## config.mk

```make
export PLATFORM = sky130hd
export DESIGN_NAME = rsc_reset_source_controller
export DESIGN_NICKNAME = d
export VERILOG_FILES = /design/src/rsc_pkg.sv /design/src/rsc_reset_source_controller.sv
export VERILOG_INCLUDE_DIRS = /design/src
export SDC_FILE = /design/constraint.sdc
export NUM_CORES = 1
export LEC_CHECK = 0
export BUFFER_PORTS_ARGS = -buffer_cell sky130_fd_sc_hd__buf_2
export CELL_PAD_IN_SITES_DETAIL_PLACEMENT = 0
export CELL_PAD_IN_SITES_GLOBAL_PLACEMENT = 1
export CORE_AREA = 4 4 95 97
export DETAILED_ROUTE_END_ITERATION = 10
export DIE_AREA = 0 0 99 101
export PLACE_DENSITY = 0.76
export RECOVER_POWER = 25
export SLEW_MARGIN = 20
export SYNTH_ARGS = -nofsm -noshare
export SYNTH_HDL_FRONTEND = slang
export SYNTH_SLANG_ARGS = --single-unit
```

## constraint.sdc

```tcl
create_clock -name clk_in -period 3.02 [get_ports clk_in]
set_input_delay 0.453 -clock clk_in [delete_from_list [all_inputs] [get_ports clk_in]]
set_output_delay 0.453 -clock clk_in [all_outputs]
set_load 0.1 [all_outputs]
```

## src/rsc_defs.svh

```systemverilog
/*
  Constants of the reset source controller: register offsets, field
  positions, reset values and timing counts.
  Assumes a 100 MHz system clock and 8-bit special function registers.
*/
`ifndef RSC_DEFS_SVH
`define RSC_DEFS_SVH

// ----------------------------------------------------------------------
// Register offsets
// ----------------------------------------------------------------------
`define RSC_ADDR_SUPPLY_CTL   8'hFF
`define RSC_ADDR_RESET_SRC    8'hEF

// ----------------------------------------------------------------------
// Field positions
// ----------------------------------------------------------------------
`define RSC_BIT_MON_ON        7
`define RSC_BIT_SUPPLY_STAT   6
`define RSC_BIT_FERR          6
`define RSC_BIT_CMP           5
`define RSC_BIT_SW            4
`define RSC_BIT_WDT           3
`define RSC_BIT_CLOSS         2
`define RSC_BIT_POR           1
`define RSC_BIT_PIN           0

// ----------------------------------------------------------------------
// Reset values
// ----------------------------------------------------------------------
`define RSC_PORT_LATCH_RESET  8'hFF
`define RSC_PC_RESET          16'h0000
`define RSC_WDT_DIV           4'hC
`define RSC_RDATA_RESET       8'h00
`define RSC_SYNC_RESET        4'hE
`define RSC_PIN_BLANK         2'h3

// ----------------------------------------------------------------------
// Timing
// ----------------------------------------------------------------------
`define RSC_CLK_PERIOD_NS     10
`define RSC_CLK_LOSS_NS       100000
`define RSC_RESET_DELAY_NS    40000
`define RSC_CLK_LOSS_CYCLES   ((`RSC_CLK_LOSS_NS) / (`RSC_CLK_PERIOD_NS))
`define RSC_RESET_DELAY_CYCLES \
  ((`RSC_RESET_DELAY_NS + `RSC_CLK_PERIOD_NS - 1) / (`RSC_CLK_PERIOD_NS))

`endif

```

## src/rsc_pkg.sv

```systemverilog
/*
  Types of the reset source controller: state codes and carrier structs.
  Assumes nothing beyond a SystemVerilog compiler.
*/
`default_nettype none

package rsc_pkg;

  // Controller states, one-hot
  typedef enum logic [1:0] {
    RSC_ST_HOLD = 2'b01,
    RSC_ST_RUN  = 2'b10
  } rsc_state_e;

  // One bit per reset cause
  typedef struct packed {
    logic ferr;
    logic cmp;
    logic sw;
    logic wdt;
    logic closs;
    logic por;
    logic pin;
  } rsc_cause_s;

  // Register access from the core
  typedef struct packed {
    logic [7:0] addr;
    logic       wr;
    logic       rd;
    logic       rmw;
    logic [7:0] wdata;
  } rsc_sfr_req_s;

  // Reset controls handed to the core and its peripherals
  typedef struct packed {
    logic        core_reset_n;
    logic [15:0] pc;
    logic        osc_internal;
    logic        wdt_en;
    logic [3:0]  wdt_div;
    logic [7:0]  port_latch;
    logic        open_drain;
    logic        pullup_en;
  } rsc_core_ctl_s;

endpackage : rsc_pkg

`default_nettype wire

```

## src/rsc_reset_source_controller.sv

```systemverilog
/*
  Reset source controller: merges power-on, supply monitor, pin,
  clock-loss, comparator, watchdog, flash error and software resets into
  one system reset, keeps the cause flags and the supply monitor control.
  Assumes rstn_in is the power-on reset, the analog levels and the pin are
  asynchronous, and watchdog and flash pulses come from clk_in logic.
*/
// How it works
// - In reset the core halts, registers default, pins known, interrupts off.
// - Reset never clears data memory; only registers reload.
// - Port latches load all ones and pull-ups stay on; ports are open drain only during reset.
// - Power-on and supply resets drive the reset pin low until exit.
// - On exit the program counter is zero and the internal oscillator runs.
// - After any reset the watchdog is on, clocked by system clock over twelve.
// - Power-on and supply resets set the power-on flag; every other cause clears it.
// - Of the resets, only power-on turns the supply monitor on; other resets keep its setting.
// - Supply below threshold, with the monitor on and selected, holds reset and drives the pin low.
// - Flash write or erase while the monitor is off forces a flash-error reset.
// - The monitor resets nothing unless also selected as a source.
// - Control bit 7 turns monitor on, bit 6 shows supply, bits 5-0 inert.
// - A low reset pin forces reset; its flag is set on exit.
// - Enabled clock-loss detector resets after 100 us stall and flags it.
// - Writing the clock-loss bit enables or disables the detector.
// - Clock-loss and comparator resets leave the reset pin undriven.
// - Enabled comparator starts a reset when its output goes low and flags it.
// - Writing one to the software bit forces reset; the bit then reads one.
// - Read-modify-write reads of dual bits return the enables, not flags.
`timescale 1ns/1ns
`default_nettype none
`include "rsc_defs.svh"

module rsc_reset_source_controller #(
  parameter int unsigned CLK_LOSS_CYCLES    = `RSC_CLK_LOSS_CYCLES,
  parameter int unsigned RESET_DELAY_CYCLES = `RSC_RESET_DELAY_CYCLES
) (
  // Clock and power-on reset
  input  wire logic                  clk_in,
  input  wire logic                  rstn_in,
  // Special function register access
  input  wire rsc_pkg::rsc_sfr_req_s sfr_req_in,
  output logic [7:0]                 sfr_rdata_out,
  // Reset pin, open drain
  input  wire logic                  rst_pin_in,
  output logic                       rst_pin_out,
  output logic                       rst_pin_oe_n_out,
  // Analog and on-chip reset sources
  input  wire logic                  supply_above_in,
  input  wire logic                  cmp_out_in,
  input  wire logic                  clock_stall_in,
  input  wire logic                  wdt_timeout_in,
  input  wire logic                  flash_wr_attempt_in,
  // Controls to the core
  output rsc_pkg::rsc_core_ctl_s     core_ctl_out
);
  import rsc_pkg::*;

  localparam int DW = $clog2(RESET_DELAY_CYCLES + 1);
  localparam int CW = $clog2(CLK_LOSS_CYCLES + 1);

  // ----------------------------------------------------------------------
  // Decode helper
  // ----------------------------------------------------------------------
  function automatic logic hit(input logic [7:0] a, input logic [7:0] reg_addr);
    hit = (a == reg_addr);
  endfunction : hit

  // ----------------------------------------------------------------------
  // Synchronisers: pin, supply, comparator, clock stall
  // ----------------------------------------------------------------------
  logic [3:0] sync1_q;
  logic [3:0] sync2_q;
  logic       pin_s;
  logic       supply_s;
  logic       cmp_s;
  logic       stall_s;

  // Two stages; only the second stage is read by logic
  always_ff @(posedge clk_in or negedge rstn_in) begin
    if (!rstn_in) begin
      sync1_q <= `RSC_SYNC_RESET;
      sync2_q <= `RSC_SYNC_RESET;
    end else begin
      sync1_q <= {rst_pin_in, supply_above_in, cmp_out_in, clock_stall_in};
      sync2_q <= sync1_q;
    end
  end

  assign pin_s    = sync2_q[3];
  assign supply_s = sync2_q[2];
  assign cmp_s    = sync2_q[1];
  assign stall_s  = sync2_q[0];

  // ----------------------------------------------------------------------
  // State
  // ----------------------------------------------------------------------
  rsc_state_e    st_q, st_d;
  rsc_cause_s    cause_q, cause_d;
  rsc_cause_s    flags_q, flags_d;
  rsc_cause_s    req;
  logic          mon_on_q, mon_on_d;
  logic          mon_sel_q, mon_sel_d;
  logic          cmp_en_q, cmp_en_d;
  logic          closs_en_q, closs_en_d;
  logic [DW-1:0] dly_q, dly_d;
  logic [CW-1:0] closs_cnt_q, closs_cnt_d;
  logic [1:0]    blank_q, blank_d;
  logic          drive_q, drive_d;
  logic [7:0]    rdata_q, rdata_d;
  logic          run;
  logic          wr_src;
  logic          wr_ctl;
  logic          level_req;

  assign run    = (st_q == RSC_ST_RUN);
  assign wr_src = sfr_req_in.wr && hit(sfr_req_in.addr, `RSC_ADDR_RESET_SRC) && run;
  assign wr_ctl = sfr_req_in.wr && hit(sfr_req_in.addr, `RSC_ADDR_SUPPLY_CTL) && run;

  // Reset requests from every source
  always_comb begin
    req       = '0;
    req.por   = mon_on_q && mon_sel_q && !supply_s;
    req.pin   = !pin_s && (blank_q == 2'h0);
    req.cmp   = cmp_en_q && !cmp_s;
    req.closs = closs_en_q && (closs_cnt_q == CW'(CLK_LOSS_CYCLES));
    req.wdt   = wdt_timeout_in && run;
    req.ferr  = flash_wr_attempt_in && !mon_on_q && run;
    req.sw    = wr_src && sfr_req_in.wdata[`RSC_BIT_SW];
    level_req = req.por || req.pin || req.cmp || req.closs;
  end

  // Sequencer: enter on any request, hold while supply or pin levels stay, then delay
  always_comb begin
    st_d    = st_q;
    cause_d = cause_q;
    flags_d = flags_q;
    dly_d   = dly_q;
    case (st_q)
      RSC_ST_RUN: begin
        if (req != '0) begin
          st_d    = RSC_ST_HOLD;
          cause_d = req;
          dly_d   = '0;
        end
      end
      RSC_ST_HOLD: begin
        if (level_req) begin
          cause_d = cause_q | req;
          dly_d   = '0;
        end else if (dly_q == DW'(RESET_DELAY_CYCLES)) begin
          st_d    = RSC_ST_RUN;
          flags_d = cause_q;
        end else begin
          dly_d = dly_q + DW'(1);
        end
      end
      default: begin
        st_d = RSC_ST_HOLD;
      end
    endcase
  end

  // Enables, clock-loss count, pin blanking and read data
  always_comb begin
    mon_on_d    = mon_on_q;
    mon_sel_d   = mon_sel_q;
    cmp_en_d    = cmp_en_q;
    closs_en_d  = closs_en_q;
    closs_cnt_d = '0;
    blank_d     = (blank_q != 2'h0) ? blank_q - 2'h1 : 2'h0;
    rdata_d     = rdata_q;
    // Only a power-on or a software write moves the monitor setting
    if (wr_ctl) begin
      mon_on_d = sfr_req_in.wdata[`RSC_BIT_MON_ON];
    end
    if (wr_src) begin
      mon_sel_d  = sfr_req_in.wdata[`RSC_BIT_POR];
      cmp_en_d   = sfr_req_in.wdata[`RSC_BIT_CMP];
      closs_en_d = sfr_req_in.wdata[`RSC_BIT_CLOSS];
    end
    // Comparator and clock-loss enables return to defaults when reset is entered
    if (st_d == RSC_ST_HOLD) begin
      cmp_en_d   = 1'b0;
      closs_en_d = 1'b0;
    end
    // Saturating stall timer stands in for the one-shot
    if (closs_en_q && stall_s && run) begin
      closs_cnt_d = (closs_cnt_q == CW'(CLK_LOSS_CYCLES)) ? closs_cnt_q
                                                          : closs_cnt_q + CW'(1);
    end
    // Our own pin drive echoes back low through the synchroniser
    if (drive_q) begin
      blank_d = `RSC_PIN_BLANK;
    end
    if (sfr_req_in.rd) begin
      if (hit(sfr_req_in.addr, `RSC_ADDR_SUPPLY_CTL)) begin
        rdata_d = {mon_on_q, supply_s, 6'h00};
      end else if (hit(sfr_req_in.addr, `RSC_ADDR_RESET_SRC)) begin
        if (sfr_req_in.rmw) begin
          rdata_d = {1'b0, flags_q.ferr, cmp_en_q, 1'b0, flags_q.wdt,
                     closs_en_q, mon_sel_q, flags_q.pin};
        end else begin
          rdata_d = {1'b0, flags_q};
        end
      end else begin
        rdata_d = `RSC_RDATA_RESET;
      end
    end
  end

  // Pin is pulled low only for power-on and supply causes
  assign drive_d = (st_d == RSC_ST_HOLD) && cause_d.por;

  // Registers; power-on enables and selects the supply monitor
  always_ff @(posedge clk_in or negedge rstn_in) begin
    if (!rstn_in) begin
      st_q        <= RSC_ST_HOLD;
      cause_q     <= 7'h02;
      flags_q     <= '0;
      mon_on_q    <= 1'b1;
      mon_sel_q   <= 1'b1;
      cmp_en_q    <= 1'b0;
      closs_en_q  <= 1'b0;
      dly_q       <= '0;
      closs_cnt_q <= '0;
      blank_q     <= `RSC_PIN_BLANK;
      drive_q     <= 1'b1;
      rdata_q     <= `RSC_RDATA_RESET;
    end else begin
      st_q        <= st_d;
      cause_q     <= cause_d;
      flags_q     <= flags_d;
      mon_on_q    <= mon_on_d;
      mon_sel_q   <= mon_sel_d;
      cmp_en_q    <= cmp_en_d;
      closs_en_q  <= closs_en_d;
      dly_q       <= dly_d;
      closs_cnt_q <= closs_cnt_d;
      blank_q     <= blank_d;
      drive_q     <= drive_d;
      rdata_q     <= rdata_d;
    end
  end

  // ----------------------------------------------------------------------
  // Outputs
  // ----------------------------------------------------------------------
  assign sfr_rdata_out    = rdata_q;
  assign rst_pin_out      = 1'b0;
  assign rst_pin_oe_n_out = !drive_q;

  // Core held while in reset; memory gets no clear, only registers reload
  always_comb begin
    core_ctl_out              = '0;
    core_ctl_out.core_reset_n = run;
    core_ctl_out.pc           = `RSC_PC_RESET;
    core_ctl_out.osc_internal = 1'b1;
    core_ctl_out.wdt_en       = 1'b1;
    core_ctl_out.wdt_div      = `RSC_WDT_DIV;
    core_ctl_out.port_latch   = `RSC_PORT_LATCH_RESET;
    core_ctl_out.open_drain   = !run;
    core_ctl_out.pullup_en    = 1'b1;
  end
endmodule : rsc_reset_source_controller

`default_nettype wire

```

==> results.sh, run 1 <==
export IMPL_met2_usage_pct=22.4
export IMPL_clockRootBuffer="clkbuf_8"
export IMPL_synthDistinctLibCells=48
export IMPL_crit_chain="inv_1 > ha_1 > and4b_1 > nand4_1 > and2_1 > nand3_1 > mux2_2"
export IMPL_yosysWarningCount=0
export IMPL_fillCellCount=785
export IMPL_cap_violations=1
export IMPL_multi_input_area_um2=1480
export IMPL_placed_cell_area_um2=3550
export IMPL_route_detailed_drc=0
export IMPL_cts_resized=0
export IMPL_cts_tree="yes"
export IMPL_seq_area_frac_synth_pct=48.7
export IMPL_seqPwrFrac_pct=47.0
export IMPL_clock_latency_ns=0.35
export IMPL_setup_violations=0
export IMPL_final_area_um2=3750
export IMPL_startpoint_type="flop"
export IMPL_initial_core_util_pct=41.5
export IMPL_hold_path_depth=1
export IMPL_min_from="supply_above_in"
export IMPL_worstPathArrival_ns=2.59
export IMPL_critical_path_max_stage_delay_ns=0.48
export IMPL_cts_buffer_depth=2
export IMPL_setup_tns_final_ns=0
export IMPL_relSlewSlack_pct=-5.81
export IMPL_ios=70
export IMPL_clk_pin_slew_ns=0.09
export IMPL_pwr_share_comb_pct=15.4
export IMPL_status="complete, but fails checks"
export IMPL_synth_common_cells="52 x dfrtp_1, 38 x nor2_1, 33 x buf_4"
export IMPL_syn_avg_cell_area_um2=9.89
export IMPL_die_area_um2=10000
export IMPL_synth_edf_count=0
export IMPL_htreeDepth=3
export IMPL_cts_setup_buffers=0
export IMPL_r2r_end="flags_q[6]"
export IMPL_power_internal_mw=1.38
export IMPL_routed_via_density=4.91
export IMPL_rows=33
export IMPL_hold_path_class="primary input to flop"
export IMPL_chipWidth_um=99
export IMPL_finalNonFillerCells=490
export IMPL_rsz0062_at_grt="false"
export IMPL_grt_busiest_layer="met2"
export IMPL_violations="capacitance limit, slew limit"
export IMPL_clock_power_share_pct=37.7
export IMPL_final_core_util_pct=46.1
export IMPL_grt_max_degree=66
export IMPL_setup_worst_path_class="flop to flop"
export IMPL_vias=2406
export IMPL_required_ns=3.24
export IMPL_synth_top_flop_cell="dfrtp_1"
export IMPL_whs_ns=0.193
export IMPL_n_antenna_cell=0
export IMPL_syn_area_um2=3370
export IMPL_peakVddDrop_mv=0.237
export IMPL_synth_top_cell_by_area="dfrtp_1"
export IMPL_power_switching_mw=0.682
export IMPL_max_freq_mhz=422
export IMPL_crit_path_max_fanout=9
export IMPL_finClkSkew_ns=0.0138
export IMPL_synthTopCellsByArea="dfrtp_1 39%, dfstp_2 10%, buf_4 7.3%"
export IMPL_nets=413
export IMPL_grt_use_met3_pct=3.88
export IMPL_slew_violations=66
export IMPL_die_y_um=101
export IMPL_drt_iter0_markers=121
export IMPL_gp_congestion=0.823
export IMPL_ys_async_sr_fraction_pct=100
export IMPL_power_mw=2.06
export IMPL_ys_seq_elements=65
export IMPL_antenna_found_initial=0
export IMPL_fin_crit_sh_pct=78.5
export IMPL_path_buf_inv=1
export IMPL_hpwl_um=4790
export IMPL_cts_made_buffers=9
export IMPL_p_leak_nw=1.73
export IMPL_path_delay_family="simple AND/OR/NAND/NOR gates"
export IMPL_r2r_start="closs_cnt_q[0]"
export IMPL_syn_inst=341
export IMPL_dpl_cell_count=474
export IMPL_firstDrtPassIters=5
export IMPL_postCtsHoldBufs=0
export IMPL_cts_sinks=65
export IMPL_core_area_um2=8130
export IMPL_detail_route_antenna_nets=0
export IMPL_worst_r2r_path_depth=7
export IMPL_grt_pass1_wl_um=11600
export IMPL_gr_usage_all_layers_pct=14.7
export IMPL_drt_total_wl_um=6690
export IMPL_slowest_stage="dfrtp_1"
export IMPL_period_needed_ns=2.37
export IMPL_yosysMostFrequentCell="dfrtp_1"
export IMPL_yosysTopAreaCellShare_pct=38.6
export IMPL_port_buffers=34
export IMPL_r2r_slack_ns=0.65
export IMPL_grt_overflow=0
export IMPL_switching_share_pct=33.1
export IMPL_grt_use_met1_pct=19.1
export IMPL_p_per_area_nw_per_um2=549
export IMPL_end_kind="flop"
export IMPL_holdPathEnd="sync1_q[2]"
export IMPL_grt_pass1_vias=2387
export IMPL_pre_cts_ws_ns=0.656
export IMPL_regArea_um2=1640
export IMPL_worst_pin_slew_ns=1.59
export IMPL_routedWlPerCell_um=13.6
export IMPL_hold_viol=0
export IMPL_drive_above_1_share_pct=21.3
export IMPL_areaGrowthSynthToFinish_pct=11.2
export IMPL_fin_ws_ns=0.651
## how the worst max path moves through the flow
stage                   startpoint         endpoint  slack [ns]  depth (start not counted)
floorplan                  st_q[0]          drive_q        0.55                          9
CTS                        st_q[0]  core_ctl_out[1]        0.63                          4
detailed placement  closs_cnt_q[0]       flags_q[4]        0.66                          7
global route        closs_cnt_q[0]       cause_q[2]        0.43                          9
global placement    closs_cnt_q[0]       cause_q[0]        0.67                          9
finish              closs_cnt_q[0]       flags_q[6]        0.65                          7
## flip-flops by register name, summed over array words and instances, names as in the netlist, 2 cells and up
name,flops
flags_q,7
cause_q,7
blank_q,2
sfr_rdata_out,8
closs_cnt_q,14
dly_q,12
sync1_q,4
st_q,2
sync2_q,4
## power by group through the flow
stage	clock, mW	combinational (mW)	sequential, mW
3_5_place_dp	0	0.318	0.984
3_3_place_gp	0	0.314	0.985
4_1_cts	0.807	0.320	0.968
2_1_floorplan	0	0.294	0.978
5_1_grt	0.851	0.346	0.977
6_report	0.777	0.317	0.968
## cells in the final DEF, fill, tap and decap left out, drive strengths merged, types with 3 or more instances in the layout
cell,count
ha,6
nor2,38
o21ai,15
a211oi,3
dfstp,13
nand4,3
nand2,21
mux2,12
buf,38
inv,27
xor2,11
o211ai,3
nand2b,4
nor2b,3
and3,4
nand4b,5
a21oi,11
a32o,4
clkbuf,10
and2,5
dfrtp,52
xnor2,9
nand3,20
conb,32
nor3,7
## worst reg2reg max path: cells and delay by family (launching register included)
| family | cells | cell delay, ns |
|---|---|---|
| buffers and inverters | 1 | 0.07 |
| DFF | 1 | 0.48 |
| adders and majority gates | 1 | 0.19 |
| and+or+nand+nor | 4 | 1.12 |
| muxes | 1 | 0.38 |
## metal layers
metal  wire, um  up-vias
li1           -     1187
met1       3020     1142
met2       3160       75
met3        462        2
met4         47        0
met5          0        -
## cells by family after synthesis
family	after synthesis	share of synthesized area, %
and+or+nand+nor	121	18.0
other	2	0.223
xor gates and xnor gates	20	5.19
DFF	65	48.7
AOI/OAI and AO/OA	49	10.3
muxes	14	4.60
adders and majority gates	6	2.23
buffers and inverters	64	10.8
## cell type report
cell class / instances / area share [%]
timing repair buffer: 39 / 5.47
multi-input combinational: 242 / 39.4
clock buffer: 9 / 3.30
tap: 105 / 3.50
sequential: 65 / 43.8
inverter: 23 / 2.30
clock inverter: 7 / 2.27
Power figures use the tool's default switching activity.
==> run 2, diff against run 1 <==
--- a/config.mk
+++ b/config.mk
@@ -9,10 +9,10 @@
 export BUFFER_PORTS_ARGS = -buffer_cell sky130_fd_sc_hd__buf_2
 export CELL_PAD_IN_SITES_DETAIL_PLACEMENT = 0
 export CELL_PAD_IN_SITES_GLOBAL_PLACEMENT = 1
-export CORE_AREA = 4 4 95 97
+export CORE_AREA = 4 4 100 102
 export DETAILED_ROUTE_END_ITERATION = 10
-export DIE_AREA = 0 0 99 101
-export PLACE_DENSITY = 0.76
+export DIE_AREA = 0 0 104 106
+export PLACE_DENSITY = 0.72
 export RECOVER_POWER = 25
 export SLEW_MARGIN = 20
 export SYNTH_ARGS = -nofsm -noshare
==> constraint.sdc (replaced) <==
create_clock -name clk_in -period 2.1 [get_ports clk_in]
set_input_delay 0.315 -clock clk_in [delete_from_list [all_inputs] [get_ports clk_in]]
set_output_delay 0.315 -clock clk_in [all_outputs]
set_load 0.1 [all_outputs]
==> results.sh, run 2 (same netlist as run 1, synthesis figures left out) <==
export IMPL_areaGrowthSynthToFinish_pct=19.2
export IMPL_fin_ws_ns=0.0911
export IMPL_path_delay_family="simple AND/OR/NAND/NOR gates"
export IMPL_fin_crit_sh_pct=95.7
export IMPL_slowest_stage="dfrtp_1"
export IMPL_p_leak_nw=1.86
export IMPL_gp_congestion=0.865
export IMPL_p_per_area_nw_per_um2=742
export IMPL_final_core_util_pct=44.1
export IMPL_period_needed_ns=2.01
export IMPL_ios=70
export IMPL_cts_tree="yes"
export IMPL_slew_violations=0
export IMPL_dpl_cell_count=501
export IMPL_htreeDepth=3
export IMPL_final_common_cell="dfrtp_1"
export IMPL_crit_chain="inv_2 > ha_4 > and4b_1 > nand4_1 > and2_4 > buf_6 > a2111oi_4 > xnor2_1 > nor2_1"
export IMPL_clk_pin_slew_ns=0.09
export IMPL_power_internal_mw=1.99
export IMPL_hold_path_class="primary input to flop"
export IMPL_route_detailed_drc=0
export IMPL_switching_share_pct=33.3
export IMPL_seqPwrFrac_pct=46.8
export IMPL_crit_path_max_fanout=5
export IMPL_hpwl_um=5220
export IMPL_cap_violations=0
export IMPL_core_area_um2=9110
export IMPL_initial_core_util_pct=37.0
export IMPL_largest_register_ffs=14
export IMPL_pre_cts_ws_ns=-0.0535
export IMPL_n_antenna_cell=0
export IMPL_finalNonFillerCells=521
export IMPL_relSlewSlack_pct=40.6
export IMPL_antenna_found_initial=0
export IMPL_setup_worst_path_class="flop to flop"
export IMPL_end_kind="flop"
export IMPL_vias=2504
export IMPL_chipWidth_um=104
export IMPL_startpoint_type="flop"
export IMPL_port_buffers=34
export IMPL_rsz0062_at_grt="true"
export IMPL_clockRootBuffer="clkbuf_8"
export IMPL_clock_power_share_pct=37.3
export IMPL_detail_route_antenna_nets=0
export IMPL_critical_path_max_stage_delay_ns=0.39
export IMPL_nets=438
export IMPL_whs_ns=0.0620
export IMPL_grt_overflow=0
export IMPL_finClkSkew_ns=0.0158
export IMPL_pwr_share_comb_pct=15.9
export IMPL_layout_common_cells="52 x dfrtp_1, 37 x nor2_1, 33 x buf_2"
export IMPL_setup_violations=0
export IMPL_path_buf_inv=2
export IMPL_grt_pass1_wl_um=12100
export IMPL_cts_sinks=65
export IMPL_required_ns=2.33
export IMPL_fillCellCount=886
export IMPL_gr_usage_all_layers_pct=13.6
export IMPL_grt_max_degree=66
export IMPL_top_register="closs_cnt_q"
export IMPL_cts_buffer_depth=2
export IMPL_worstPathArrival_ns=2.24
export IMPL_die_area_um2=11000
export IMPL_regArea_um2=1640
export IMPL_multi_input_area_um2=1530
export IMPL_power_switching_mw=0.993
export IMPL_die_y_um=106
export IMPL_clock_latency_ns=0.35
export IMPL_grt_pass1_vias=2433
export IMPL_status="finished, final reports clean"
export IMPL_drive_above_1_share_pct=29.0
export IMPL_worst_pin_slew_ns=0.891
export IMPL_drt_iter0_markers=79
export IMPL_rows=35
export IMPL_drt_total_wl_um=7080
export IMPL_routedWlPerCell_um=13.6
export IMPL_hold_viol=0
export IMPL_peakVddDrop_mv=0.332
export IMPL_routed_via_density=4.81
export IMPL_max_freq_mhz=498
export IMPL_cts_made_buffers=9
export IMPL_firstDrtPassIters=6
-- run 2: area by class of cell --
class / instances / area share (%)
multi-input cells: 242 / 38.1
flip-flops and latches: 65 / 40.9
clock buffers: 9 / 3.08
inverters: 23 / 2.24
well taps: 111 / 3.45
repair buffers: 64 / 10.1
clock inverters: 7 / 2.12
-- run 2: worst paths after layout --
path | from | end | slack, ns | cells after the start
max in group asynchronous | rstn_in | dly_q[4] | 0.77 | 3
setup reg to reg | closs_cnt_q[1] | dly_q[11] | 0.09 | 9
setup / recovery | closs_cnt_q[1] | dly_q[11] | 0.09 | 9
hold / removal | supply_above_in | sync1_q[2] | 0.06 | 1
hold reg to reg | sync1_q[0] | sync2_q[0] | 0.36 | 0
min in group asynchronous | rstn_in | sfr_rdata_out[0] | 0.73 | 3
-- run 2: power groups by stage --
stage | Clock [mW] | Sequential [mW] | Combinational, mW
after detailed placement | 0 | 1.42 | 0.475
after CTS | 1.15 | 1.39 | 0.479
after global routing | 1.21 | 1.41 | 0.513
after floorplan | 0 | 1.41 | 0.423
after global placement | 0 | 1.41 | 0.471
final | 1.11 | 1.40 | 0.475
-- run 2: through the flow --
| stage | cell area [um2] | TNS, ns | total power [mW] |
|---|---|---|---|
| floorplan | 3520 | -0.234 | 1.83 |
| global placement | 3740 | 0 | 1.88 |
| detailed placement | 3740 | -0.221 | 1.89 |
| CTS | 3970 | 0 | 3.03 |
| global route | 4020 | -0.0235 | 3.14 |
| finish | 4020 | 0 | 2.99 |
-- run 2: routing by layer --
layer / wire length (um) / vias up / global-route usage [%]
li1: - / 1241 / -
met1: 3380 / 1186 / 17.9
met2: 3140 / 67 / 21.2
met3: 427 / 10 / 4.07
met4: 125 / 0 / 5.41
met5: 0 / - / 0
-- run 2: what timing repair did --
action / CTS / global route
setup buffers: 0 / 3
pin swaps: 0 / 6
cloned: 0 / 0
gates resized for setup: 4 / 13
endpoints found under the setup margin: 13 / 16
endpoints found under the hold margin: 52 / 0
hold buffers: 1 / 0
